**src/rtl/qssr_map.vh**
```
// Constants for the quad static shift register block
`ifndef QSSR_MAP_VH
`define QSSR_MAP_VH

// Register length, default and legal range
`define QSSR_LEN_DEFAULT 80
`define QSSR_LEN_STD_B   81
`define QSSR_LEN_STD_C   133
`define QSSR_LEN_MIN     1
`define QSSR_LEN_MAX     134

// System clock rate
`define QSSR_CLK_MHZ     40

// Least pulse widths on the pins, in nanoseconds
`define QSSR_PWH_NS      300
`define QSSR_PWL_NS      600
`define QSSR_CLR_PW_NS   20000

// Least widths as system clock cycles, rounded up
`define QSSR_PWH_CYC ((`QSSR_PWH_NS * `QSSR_CLK_MHZ + 999) / 1000)
`define QSSR_PWL_CYC ((`QSSR_PWL_NS * `QSSR_CLK_MHZ + 999) / 1000)
`define QSSR_CLR_CYC ((`QSSR_CLR_PW_NS * `QSSR_CLK_MHZ + 999) / 1000)

// Width of the pulse width counters, saturating
`define QSSR_CNT_W       10

// Number of pin inputs passed through the synchroniser
`define QSSR_SYNC_W      9

`endif

```
**src/rtl/qssr_sync.v**
```verilog
// Two flip-flop synchroniser for a group of pin inputs
`default_nettype none
module qssr_sync #(
  parameter WIDTH = 1
) (
  // Clock and reset
  input  wire             clock,
  input  wire             rstn,
  // Asynchronous pins in, synchronised levels out
  input  wire [WIDTH-1:0] pin_in,
  output wire [WIDTH-1:0] sync_out
);

  reg [WIDTH-1:0] meta_reg;   // First stage, read only by second stage
  reg [WIDTH-1:0] sync_reg;   // Second stage, safe for logic

  // Two stages in a row; reset clears both to low
  always @(posedge clock)
  begin
    if (!rstn)
    begin
      meta_reg <= {WIDTH{1'b0}};
      sync_reg <= {WIDTH{1'b0}};
    end
    else
    begin
      meta_reg <= pin_in;
      sync_reg <= meta_reg;
    end
  end

  assign sync_out = sync_reg;

endmodule // qssr_sync
`default_nettype wire

```
**src/rtl/qssr_lane.v**
```verilog
// One serial shift register lane of programmable length
`default_nettype none
module qssr_lane #(
  parameter LEN = 80
) (
  // Clock and resets
  input  wire clock,
  input  wire rstn,
  input  wire clr_async,
  input  wire clr_sync,
  // Shift control and data
  input  wire shift_en,
  input  wire din,
  output wire dout
);

  reg  [LEN-1:0] stage_reg;   // All stages, bit 0 is the first
  wire [LEN-1:0] stage_next;  // Contents after one shift

  // Single stage lane needs no part-select of the old contents
  generate
    if (LEN == 1)
    begin : g_one
      assign stage_next = din;
    end
    else
    begin : g_many
      assign stage_next = {stage_reg[LEN-2:0], din};
    end
  endgenerate

  // Pin clear acts at once; static hold while no shift edge
  always @(posedge clock or posedge clr_async)
  begin
    if (clr_async)
      stage_reg <= {LEN{1'b0}};
    else if (!rstn || clr_sync)
      stage_reg <= {LEN{1'b0}};
    else if (shift_en)
      stage_reg <= stage_next;
  end

  // Output is the last stage, a flop bit
  assign dout = stage_reg[LEN-1];

endmodule // qssr_lane
`default_nettype wire

```
**src/rtl/qssr_top.v**
```verilog
// Quad static shift register: pins, shift control and four lanes
`include "qssr_map.vh"
`default_nettype none
module qssr_top #(
  parameter LEN = `QSSR_LEN_DEFAULT  // Stages per lane, 1 to 134
) (
  // System clock and reset
  input  wire clock,
  input  wire rstn,
  // Shift clock pin from the host
  input  wire shift_clk,
  // Serial data inputs
  input  wire in_a,
  input  wire in_b,
  input  wire in_c,
  input  wire in_d,
  // Loop controls and alternate input of lane D
  input  wire loop_ctl_abc,
  input  wire loop_ctl_d,
  input  wire loop_in_d,
  // Clear pin, active high
  input  wire clear_all,
  // Serial data outputs
  output wire out_a,
  output wire out_b,
  output wire out_c,
  output wire out_d,
  // Pin timing fault, sticky until clear or reset
  output reg  timing_fault
);

  // Control states, one-hot
  localparam [2:0] ST_ARM   = 3'h1;  // Waiting for shift clock low
  localparam [2:0] ST_RUN   = 3'h2;  // Shifting on rising edges
  localparam [2:0] ST_CLEAR = 3'h4;  // Clear pin held

  // Limits worked out at full integer width, then cut on purpose
  // to the counter width; every limit fits in the counter
  localparam integer PWH_INT = `QSSR_PWH_CYC;
  localparam integer PWL_INT = `QSSR_PWL_CYC;
  localparam integer CLR_INT = `QSSR_CLR_CYC;
  localparam [`QSSR_CNT_W-1:0] PWH_LIM = PWH_INT[`QSSR_CNT_W-1:0];
  localparam [`QSSR_CNT_W-1:0] PWL_LIM = PWL_INT[`QSSR_CNT_W-1:0];
  localparam [`QSSR_CNT_W-1:0] CLR_LIM = CLR_INT[`QSSR_CNT_W-1:0];
  localparam [`QSSR_CNT_W-1:0] CNT_MAX = {`QSSR_CNT_W{1'b1}};

  // Synchronised pin levels
  wire [`QSSR_SYNC_W-1:0] pin_bus;   // Raw pins, gathered
  wire [`QSSR_SYNC_W-1:0] pin_sync;  // After two flops
  wire       clk_s;                  // Shift clock level
  wire       a_s;                    // Data A
  wire       b_s;                    // Data B
  wire       c_s;                    // Data C
  wire       d_s;                    // Data D
  wire       loop_abc_s;             // Shared loop control
  wire       loop_d_s;               // Loop control of D
  wire       loop_in_s;              // Alternate input of D
  wire       clear_s;                // Clear level

  // Edge and state registers
  reg        clk_prev_reg;           // Shift clock one cycle ago
  reg        clear_prev_reg;         // Clear one cycle ago
  reg  [2:0] state_reg;              // Control state
  reg  [2:0] state_next;             // Next control state
  reg  [`QSSR_CNT_W-1:0] high_cnt_reg;  // Cycles shift clock high
  reg  [`QSSR_CNT_W-1:0] low_cnt_reg;   // Cycles shift clock low
  reg  [`QSSR_CNT_W-1:0] clr_cnt_reg;   // Cycles clear held
  reg        fault_next;             // Next value of the fault flag

  // Edge detection and derived controls
  wire       clk_rise;               // Shift clock rose
  wire       clk_fall;               // Shift clock fell
  wire       clear_fall;             // Clear released
  wire       shift_en;               // One-cycle shift pulse
  wire       lane_clr;               // Synchronous lane clear
  wire       short_high;             // High phase too short
  wire       short_low;              // Low phase too short
  wire       short_clear;            // Clear pulse too short

  // Lane inputs after the loop selectors
  wire       feed_a;                 // First stage input, lane A
  wire       feed_b;                 // First stage input, lane B
  wire       feed_c;                 // First stage input, lane C
  wire       feed_d;                 // First stage input, lane D

  // Gather every pin so they share one synchroniser
  assign pin_bus = {clear_all, loop_in_d, loop_ctl_d, loop_ctl_abc,
                    in_d, in_c, in_b, in_a, shift_clk};

  // Every pin crosses two flops, but clear_all also drives the lane clears directly
  qssr_sync #(
    .WIDTH (`QSSR_SYNC_W)
  ) u_sync (
    .clock    (clock),
    .rstn     (rstn),
    .pin_in   (pin_bus),
    .sync_out (pin_sync)
  );

  // Name the synchronised levels
  assign clk_s      = pin_sync[0];
  assign a_s        = pin_sync[1];
  assign b_s        = pin_sync[2];
  assign c_s        = pin_sync[3];
  assign d_s        = pin_sync[4];
  assign loop_abc_s = pin_sync[5];
  assign loop_d_s   = pin_sync[6];
  assign loop_in_s  = pin_sync[7];
  assign clear_s    = pin_sync[8];

  // Previous levels for edge detection
  always @(posedge clock)
  begin
    if (!rstn)
    begin
      clk_prev_reg   <= 1'b0;
      clear_prev_reg <= 1'b0;
    end
    else
    begin
      clk_prev_reg   <= clk_s;
      clear_prev_reg <= clear_s;
    end
  end

  // Edges of the synchronised levels
  assign clk_rise   = clk_s & ~clk_prev_reg;
  assign clk_fall   = ~clk_s & clk_prev_reg;
  assign clear_fall = ~clear_s & clear_prev_reg;

  // Data and clock share the same latency, so data sampled at
  // the detected edge is the data set up before the pin edge
  // Without edges nothing moves: contents hold however long
  // the shift clock stays still, in either level
  assign shift_en = clk_rise & state_reg[1];

  // Lanes stay clear while the synchronised clear is high, which
  // covers the gap after the pin clear drops
  assign lane_clr = clear_s | state_reg[2];

  // Next control state
  always @*
  begin
    state_next = state_reg;
    case (state_reg)
      ST_ARM:
      begin
        // Host keeps the shift clock low between pulses, so a
        // high level after clear or reset is no shift edge
        if (clear_s)
          state_next = ST_CLEAR;
        else if (!clk_s)
          state_next = ST_RUN;
      end
      ST_RUN:
      begin
        if (clear_s)
          state_next = ST_CLEAR;
      end
      ST_CLEAR:
      begin
        if (!clear_s)
          state_next = ST_ARM;
      end
      default:
      begin
        state_next = ST_ARM;
      end
    endcase
  end

  // Control state register
  always @(posedge clock)
  begin
    if (!rstn)
      state_reg <= ST_ARM;
    else
      state_reg <= state_next;
  end

  // Shared loop control: A, B, C feed back their own outputs
  assign feed_a = loop_abc_s ? out_a : a_s;
  assign feed_b = loop_abc_s ? out_b : b_s;
  assign feed_c = loop_abc_s ? out_c : c_s;

  // Lane D picks the alternate input under its own control
  assign feed_d = loop_d_s ? loop_in_s : d_s;

  // Four identical lanes of one common length; feeding the
  // output back rotates the pattern one place per edge
  qssr_lane #(
    .LEN (LEN)
  ) u_lane_a (
    .clock     (clock),
    .rstn      (rstn),
    .clr_async (clear_all),
    .clr_sync  (lane_clr),
    .shift_en  (shift_en),
    .din       (feed_a),
    .dout      (out_a)
  );

  qssr_lane #(
    .LEN (LEN)
  ) u_lane_b (
    .clock     (clock),
    .rstn      (rstn),
    .clr_async (clear_all),
    .clr_sync  (lane_clr),
    .shift_en  (shift_en),
    .din       (feed_b),
    .dout      (out_b)
  );

  qssr_lane #(
    .LEN (LEN)
  ) u_lane_c (
    .clock     (clock),
    .rstn      (rstn),
    .clr_async (clear_all),
    .clr_sync  (lane_clr),
    .shift_en  (shift_en),
    .din       (feed_c),
    .dout      (out_c)
  );

  // Lane D has separate selection but the same shift pulse
  qssr_lane #(
    .LEN (LEN)
  ) u_lane_d (
    .clock     (clock),
    .rstn      (rstn),
    .clr_async (clear_all),
    .clr_sync  (lane_clr),
    .shift_en  (shift_en),
    .din       (feed_d),
    .dout      (out_d)
  );

  // Pulse width counters, saturating so a stopped clock is legal
  // Counts are in system clock cycles of the synchronised pins
  always @(posedge clock)
  begin
    if (!rstn)
    begin
      high_cnt_reg <= {`QSSR_CNT_W{1'b0}};
      // The pin rests low through reset, so the low phase that
      // follows counts as long: no false fault on the first rise
      low_cnt_reg  <= CNT_MAX;
      clr_cnt_reg  <= {`QSSR_CNT_W{1'b0}};
    end
    else
    begin
      // High phase counter restarts at each rising edge
      if (clk_rise)
        high_cnt_reg <= {{(`QSSR_CNT_W-1){1'b0}}, 1'b1};
      else if (clk_s && high_cnt_reg != CNT_MAX)
        high_cnt_reg <= high_cnt_reg + 1'b1;
      // Low phase counter restarts at each falling edge
      if (clk_fall)
        low_cnt_reg <= {{(`QSSR_CNT_W-1){1'b0}}, 1'b1};
      else if (!clk_s && low_cnt_reg != CNT_MAX)
        low_cnt_reg <= low_cnt_reg + 1'b1;
      // Clear counter runs while clear is held
      if (!clear_s)
        clr_cnt_reg <= {`QSSR_CNT_W{1'b0}};
      else if (clr_cnt_reg != CNT_MAX)
        clr_cnt_reg <= clr_cnt_reg + 1'b1;
    end
  end

  // Phases found too short when they end; the low phase is only
  // judged once running, since reset and clear cut it short
  assign short_high  = clk_fall & (high_cnt_reg < PWH_LIM);
  assign short_low   = clk_rise & state_reg[1] &
                       (low_cnt_reg < PWL_LIM);
  assign short_clear = clear_fall & (clr_cnt_reg < CLR_LIM);

  // Fault flag: set wins over the clear at release
  // so a short clear is not lost in its own clearing
  always @*
  begin
    fault_next = timing_fault;
    if (short_high || short_low || short_clear)
      fault_next = 1'b1;
    else if (clear_s)
      fault_next = 1'b0;
  end

  // Fault flag register; a short clear is reported after release
  // The flag is a diagnostic only and never stops shifting
  always @(posedge clock)
  begin
    if (!rstn)
      timing_fault <= 1'b0;
    else
      timing_fault <= fault_next;
  end

endmodule // qssr_top
`default_nettype wire

```
**config.mk**
```make
export PLATFORM = sky130hd
export DESIGN_NAME = qssr_top
export DESIGN_NICKNAME = d
export VERILOG_FILES = /design/src/rtl/qssr_sync.v /design/src/rtl/qssr_lane.v /design/src/rtl/qssr_top.v
export VERILOG_INCLUDE_DIRS = /design/src /design/src/rtl
export SDC_FILE = /design/constraint.sdc
export NUM_CORES = 1
export LEC_CHECK = 0
export ABC_AREA = 1
export BUFFER_PORTS_ARGS = -buffer_cell sky130_fd_sc_hd__buf_2
export CAP_MARGIN = 20
export CORE_MARGIN = 5
export CORE_UTILIZATION = 55
export CTS_CLUSTER_SIZE = 10
export DETAILED_ROUTE_END_ITERATION = 8
export GPL_ROUTABILITY_DRIVEN = 0
export GPL_TIMING_DRIVEN = 0
export PLACE_DENSITY = 0.84
export SLEW_MARGIN = 20
export SYNTH_ARGS = -nofsm -noshare
export SYNTH_HDL_FRONTEND = slang
export SYNTH_SLANG_ARGS = --single-unit
export TNS_END_PERCENT = 20
```
**constraint.sdc**
```tcl
create_clock -name clock -period 11.3 [get_ports clock]
set_input_delay 2.26 -clock clock [delete_from_list [all_inputs] [get_ports clock]]
set_output_delay 2.26 -clock clock [all_outputs]
set_load 0.03 [all_outputs]
```
# Yosys cells after proc, flatten, opt, wreduce, memory -nomap -nowiden
# Index checks and enable logic that the tools add are counted.
# word_totals
output_inout_bits	5
in_bits	11
reg_bits	374
word_cells	80
# op_classes
bitwise	12
order_cmp	3
n_mux	23
n_addsub	3
n_eq_ne	9
reduce_logical	15
# ops
op	n
$mux 80	8
$add 10x1->10 const B	3
$ne 10x10->1 const B	3
$mux 10	2
$mux 3	4
$lt 10x10->1 const B	1
$lt 10x4->1 const B	1
$lt 10x5->1 const B	1
$pmux 3 s3	1
$mux 1	8
$reduce_bool 2->1	4
$and 1x1->1	7
$not 1->1	4
$reduce_or 2->1	2
$eq 3x1->1 const B	1
$eq 3x2->1 const B	1
$eq 3x3->1 const B	1
$logic_or 1x1->1	3
$ne 3x2->1 const B	1
$reduce_and 3->1	1
$logic_and 1x1->1	2
$logic_not 1->1	2
$ne 2x1->1 const B	1
$ne 2x2->1 const B	1
other kinds (2)	2

# Depth between registers and ports, before layout
# depth
ltp_word	7
mapped_depth	11
depth_no_buf	10

# By module
# From an unflattened synthesis, not the netlist that was laid out.
# hier_totals
cells_unflattened	1757
hier_area_um2	17928.4
# modules_own_cells
module	cells_each	area_each_um2	seq_area_each_um2	instances
qssr_lane	349	3832.4	2001.9	4
qssr_top	305	2069.5	720.7	1
qssr_sync	56	529.3	360.3	1

# Worst setup path before layout
# Ideal clock, no wire load.
# synth_path
path_type	input to register
startpoint	input rstn
endpoint	register u_lane_b.stage_reg[71]
cell_stages	7
t_required_ps	11218
setup_ps	82
setup_slack_ps	8037
path_buffers	3
arrival_ps	3181
path_cell_list	buf_2 -> inv_1 -> nor3_2 -> nand2_2 -> buf_6 -> buf_6 -> o22ai_1
# synth_between
elab_chain_len	3
word_cells_on_any_way	4
cone_classes	1 x mux; 3 x reduce/logical
# synth_rtl
element	line	text
from (decl)	qssr_top.v:9	input wire rstn,
$logic_not 1->1 *	qssr_lane.v:37	else if (!rstn || clr_sync)
$logic_or 1x1->1 *	qssr_lane.v:37	
$mux 80 / $reduce_bool 2->1 (equally long branches)	n/a	
to (signal assigned)	qssr_lane.v:36	stage_reg <= {LEN{1'b0}};
to (signal assigned)	qssr_lane.v:38	stage_reg <= {LEN{1'b0}};
to (signal assigned)	qssr_lane.v:40	stage_reg <= stage_next;
to (decl)	qssr_lane.v:17	reg [LEN-1:0] stage_reg;
# Mark *: on every way between the ends. The rest lies on a longest branch, timed or not.
# A chain may end at the register's enable or synchronous reset.

# Final worst setup path
# layout_path
startpoint	register u_lane_b.stage_reg[79]
endpoint	output out_b
# layout_lines
element	line	text
to (decl)	qssr_top.v:25	output wire out_b,
# No word-level cell between the ends.

==> impl_metrics.ini <==
[run_status]
status = complete, no violations

[route]
wirelength_um = 26700
drtAntennaViolNets = 0
post_drt_via_cell_ratio = 5.36
drt_iter0_drc = 710
dr.pass1.iters = 5
dr_total_vias = 9752
drc = 0
wl_per_cell_um = 14.7

[floorplanning]
dieWidth_um = 171
coreArea_um2 = 25800
die-area_um2 = 29400
start_util = 0.554
num_rows = 59
io_pins = 16
chipHeight_um = 171

[worst_setup_path]
reg2regPathDepth = 8
cp.arrival_ns = 1.13
cp.required_ns = 9.04
path_buf_inv = 1
path_cells = buf_2
timing.rr.end = low_cnt_reg[7]
crit_family = flip-flops
cp_slowest_stage_delay_ns = 0.38
regToRegSetupSlack_ns = 9.35
setup.worst_path.class = reg -> out
worstSetupStartpointType = flip-flop
r2r_start = low_cnt_reg[0]
worst_setup_path_end_kind = output port
crit_path_max_fanout = 2
cpMaxStageDelayCell = dfrtp_1

[finish]
drive_above_1_share = 0.0970
final_common_cell = inv_1
nets = 1482
diodes = 0
layout_common_cells = inv_1 (380), dfrtp_1 (320), o22ai_1 (319)
instances_no_fill = 1820
area_growth_pct = 12.3

[timing]
max_slew.worst_pin.slew_ns = 0.543
rsz0062_at_grt = false
fin_hold_ws_ns = 0.413
finalWorstSetupSlack_ns = 7.91
finClkSkew_ns = 0.0153
finalHoldViolCount = 0
finalCritPeriodShare = 0.300
slew_violations = 0
maxSlewHeadroom = 0.638
period_needed_ns = 3.39
fmax_mhz = 295
finalSetupViolCount = 0

[placement]
pre_cts_ws_ns = 7.68
placed_cells = 1758
place_hpwl_um = 16100
io_buffer_count = 14

[global_routing]
grt_max_degree = 110
grt_pass1_vias = 10023
grt_overflow_total = 0
grt_pass1_wl_um = 46600
antenna_found_initial = 0
grtUsageTotal = 0.189

[synthesis]
synth_nets = 1420
ys_ff_latch = 374
ys_warn_count = 0
syn_area_per_cell_um2 = 10.2
yosysSeqAreaShare = 0.635
ys_types = 30
syn_area_um2 = 14300
netlist_instances = 1406

[power_and_ir_drop]
power_density_nw_per_um2 = 177
ir_drop_mv = 0.163
p_leak_nw = 7.10

[min_path]
hold_depth = 2
worstHoldStart = u_sync.meta_reg[8]
min_path_type = reg -> reg
min_to = u_sync.sync_out[8]

[clock_tree]
clock-sinks = 374
cts_tree = done
max-clock-path-buffers = 3
post_cts_buffers = 0
root_buffer = clkbuf_16
cts.clk_slew.worst_paths_ns = 0.05
insertion_delay_ns = 0.53
cts_buffers = 43
cts-htree-levels = 2
cts_resized = 0
cts_hold_buffers = 0

[job]
drv_cap = 0
kinds of logic (layout without fill, tap and decap cells):
| group | count (synthesis) | after routing | share of synthesized area |
|---|---|---|---|
| AOI/OAI and AO/OA | 344 | 344 | 0.149 |
| muxes | 1 | 1 | 0.000699 |
| xor gates and xnor gates | 10 | 10 | 0.00612 |
| adders and majority gates | 3 | 3 | 0.00262 |
| buffers and inverters | 462 | 541 | 0.142 |
| DFF | 374 | 374 | 0.635 |
| and+or+nand+nor | 212 | 212 | 0.0647 |
cell type report:
type / count / area [um^2]
buffer: 77 / 588
clock buffer: 59 / 1160
clock inverter: 3 / 30.0
fill: 1939 / 9750
inverter: 385 / 1450
multi-input combinational: 570 / 3200
sequential: 374 / 9090
tap: 335 / 419
timing repair buffer: 17 / 153
stage by stage:
step	power [mW]	TNS [ns]	cell area, um^2	utilization
floorplan	1.61	0	14300	-
global placement	1.65	-800.12	14800	0.573
detailed placement	1.67	0	14900	0.577
CTS	2.87	0	16100	0.623
global route	2.97	0	16100	0.623
finish	2.85	0	16100	0.623
power breakdown:
group	internal (mW)	switching (mW)
sequential	1.36	0.0250
combinational	0.0887	0.172
clock	0.705	0.495
total	2.15	0.691
metal layers:
layer / wire (um) / vias up / GRT usage
met4: 580 / 0 / 0.0541
met3: 1130 / 68 / 0.0352
met5: 0 / - / 0
met1: 11700 / 4789 / 0.245
li1: - / 4687 / -
met2: 13400 / 208 / 0.327
synth_stat cells:
cell        n  share of area
inv_1     381           0.10
dfrtp_1   320           0.56
o22ai_1   319           0.14
nand2_1   110          0.029
dfxtp_1    54          0.075
nand3_1    51          0.018
buf_2      35          0.012
buf_6      34          0.027
nor2_1     26         0.0068
a21oi_1    15         0.0052
nand4_1     9         0.0039
xor2_1      7         0.0043
clkbuf_1    6         0.0016
nor3_1      6         0.0021
o21ai_0     6         0.0021
nand2_2     4         0.0017
clkinv_1    3        0.00079
ha_1        3         0.0026
xnor2_1     3         0.0018
buf_1       2        0.00052
nand3b_1    2         0.0010
nor3_2      2         0.0014
a31oi_1     1        0.00044
inv_2       1        0.00026
mux2i_1     1        0.00070
nor2_2      1        0.00044
nor3b_1     1        0.00052
o21ai_2     1        0.00061
o21bai_1    1        0.00052
o22ai_2     1        0.00087
how the worst max path moves through the flow:
stage | start | endpoint | slack (ns) | cells after the start
after global placement | clear_all | u_lane_d.stage_reg[48] | -2.52 | 2
after floorplan | clear_all | u_lane_a.stage_reg[0] | 0.18 | 1
after detailed placement | rstn | u_lane_b.stage_reg[32] | 7.68 | 7
after CTS | u_lane_b.stage_reg[79] | out_b | 7.90 | 1
after global routing | u_lane_c.stage_reg[79] | out_c | 7.88 | 1
final | u_lane_b.stage_reg[79] | out_b | 7.91 | 1
worst reg2reg max path: cells and delay by family, from the launching register on:
kind / cells / cell delay (ns)
fa+ha+maj: 1 / 0.21
buf+inv: 1 / 0.29
flops: 1 / 0.40
simple gates: 6 / 0.93
Note: power is estimated with default switching activity, not from simulation.
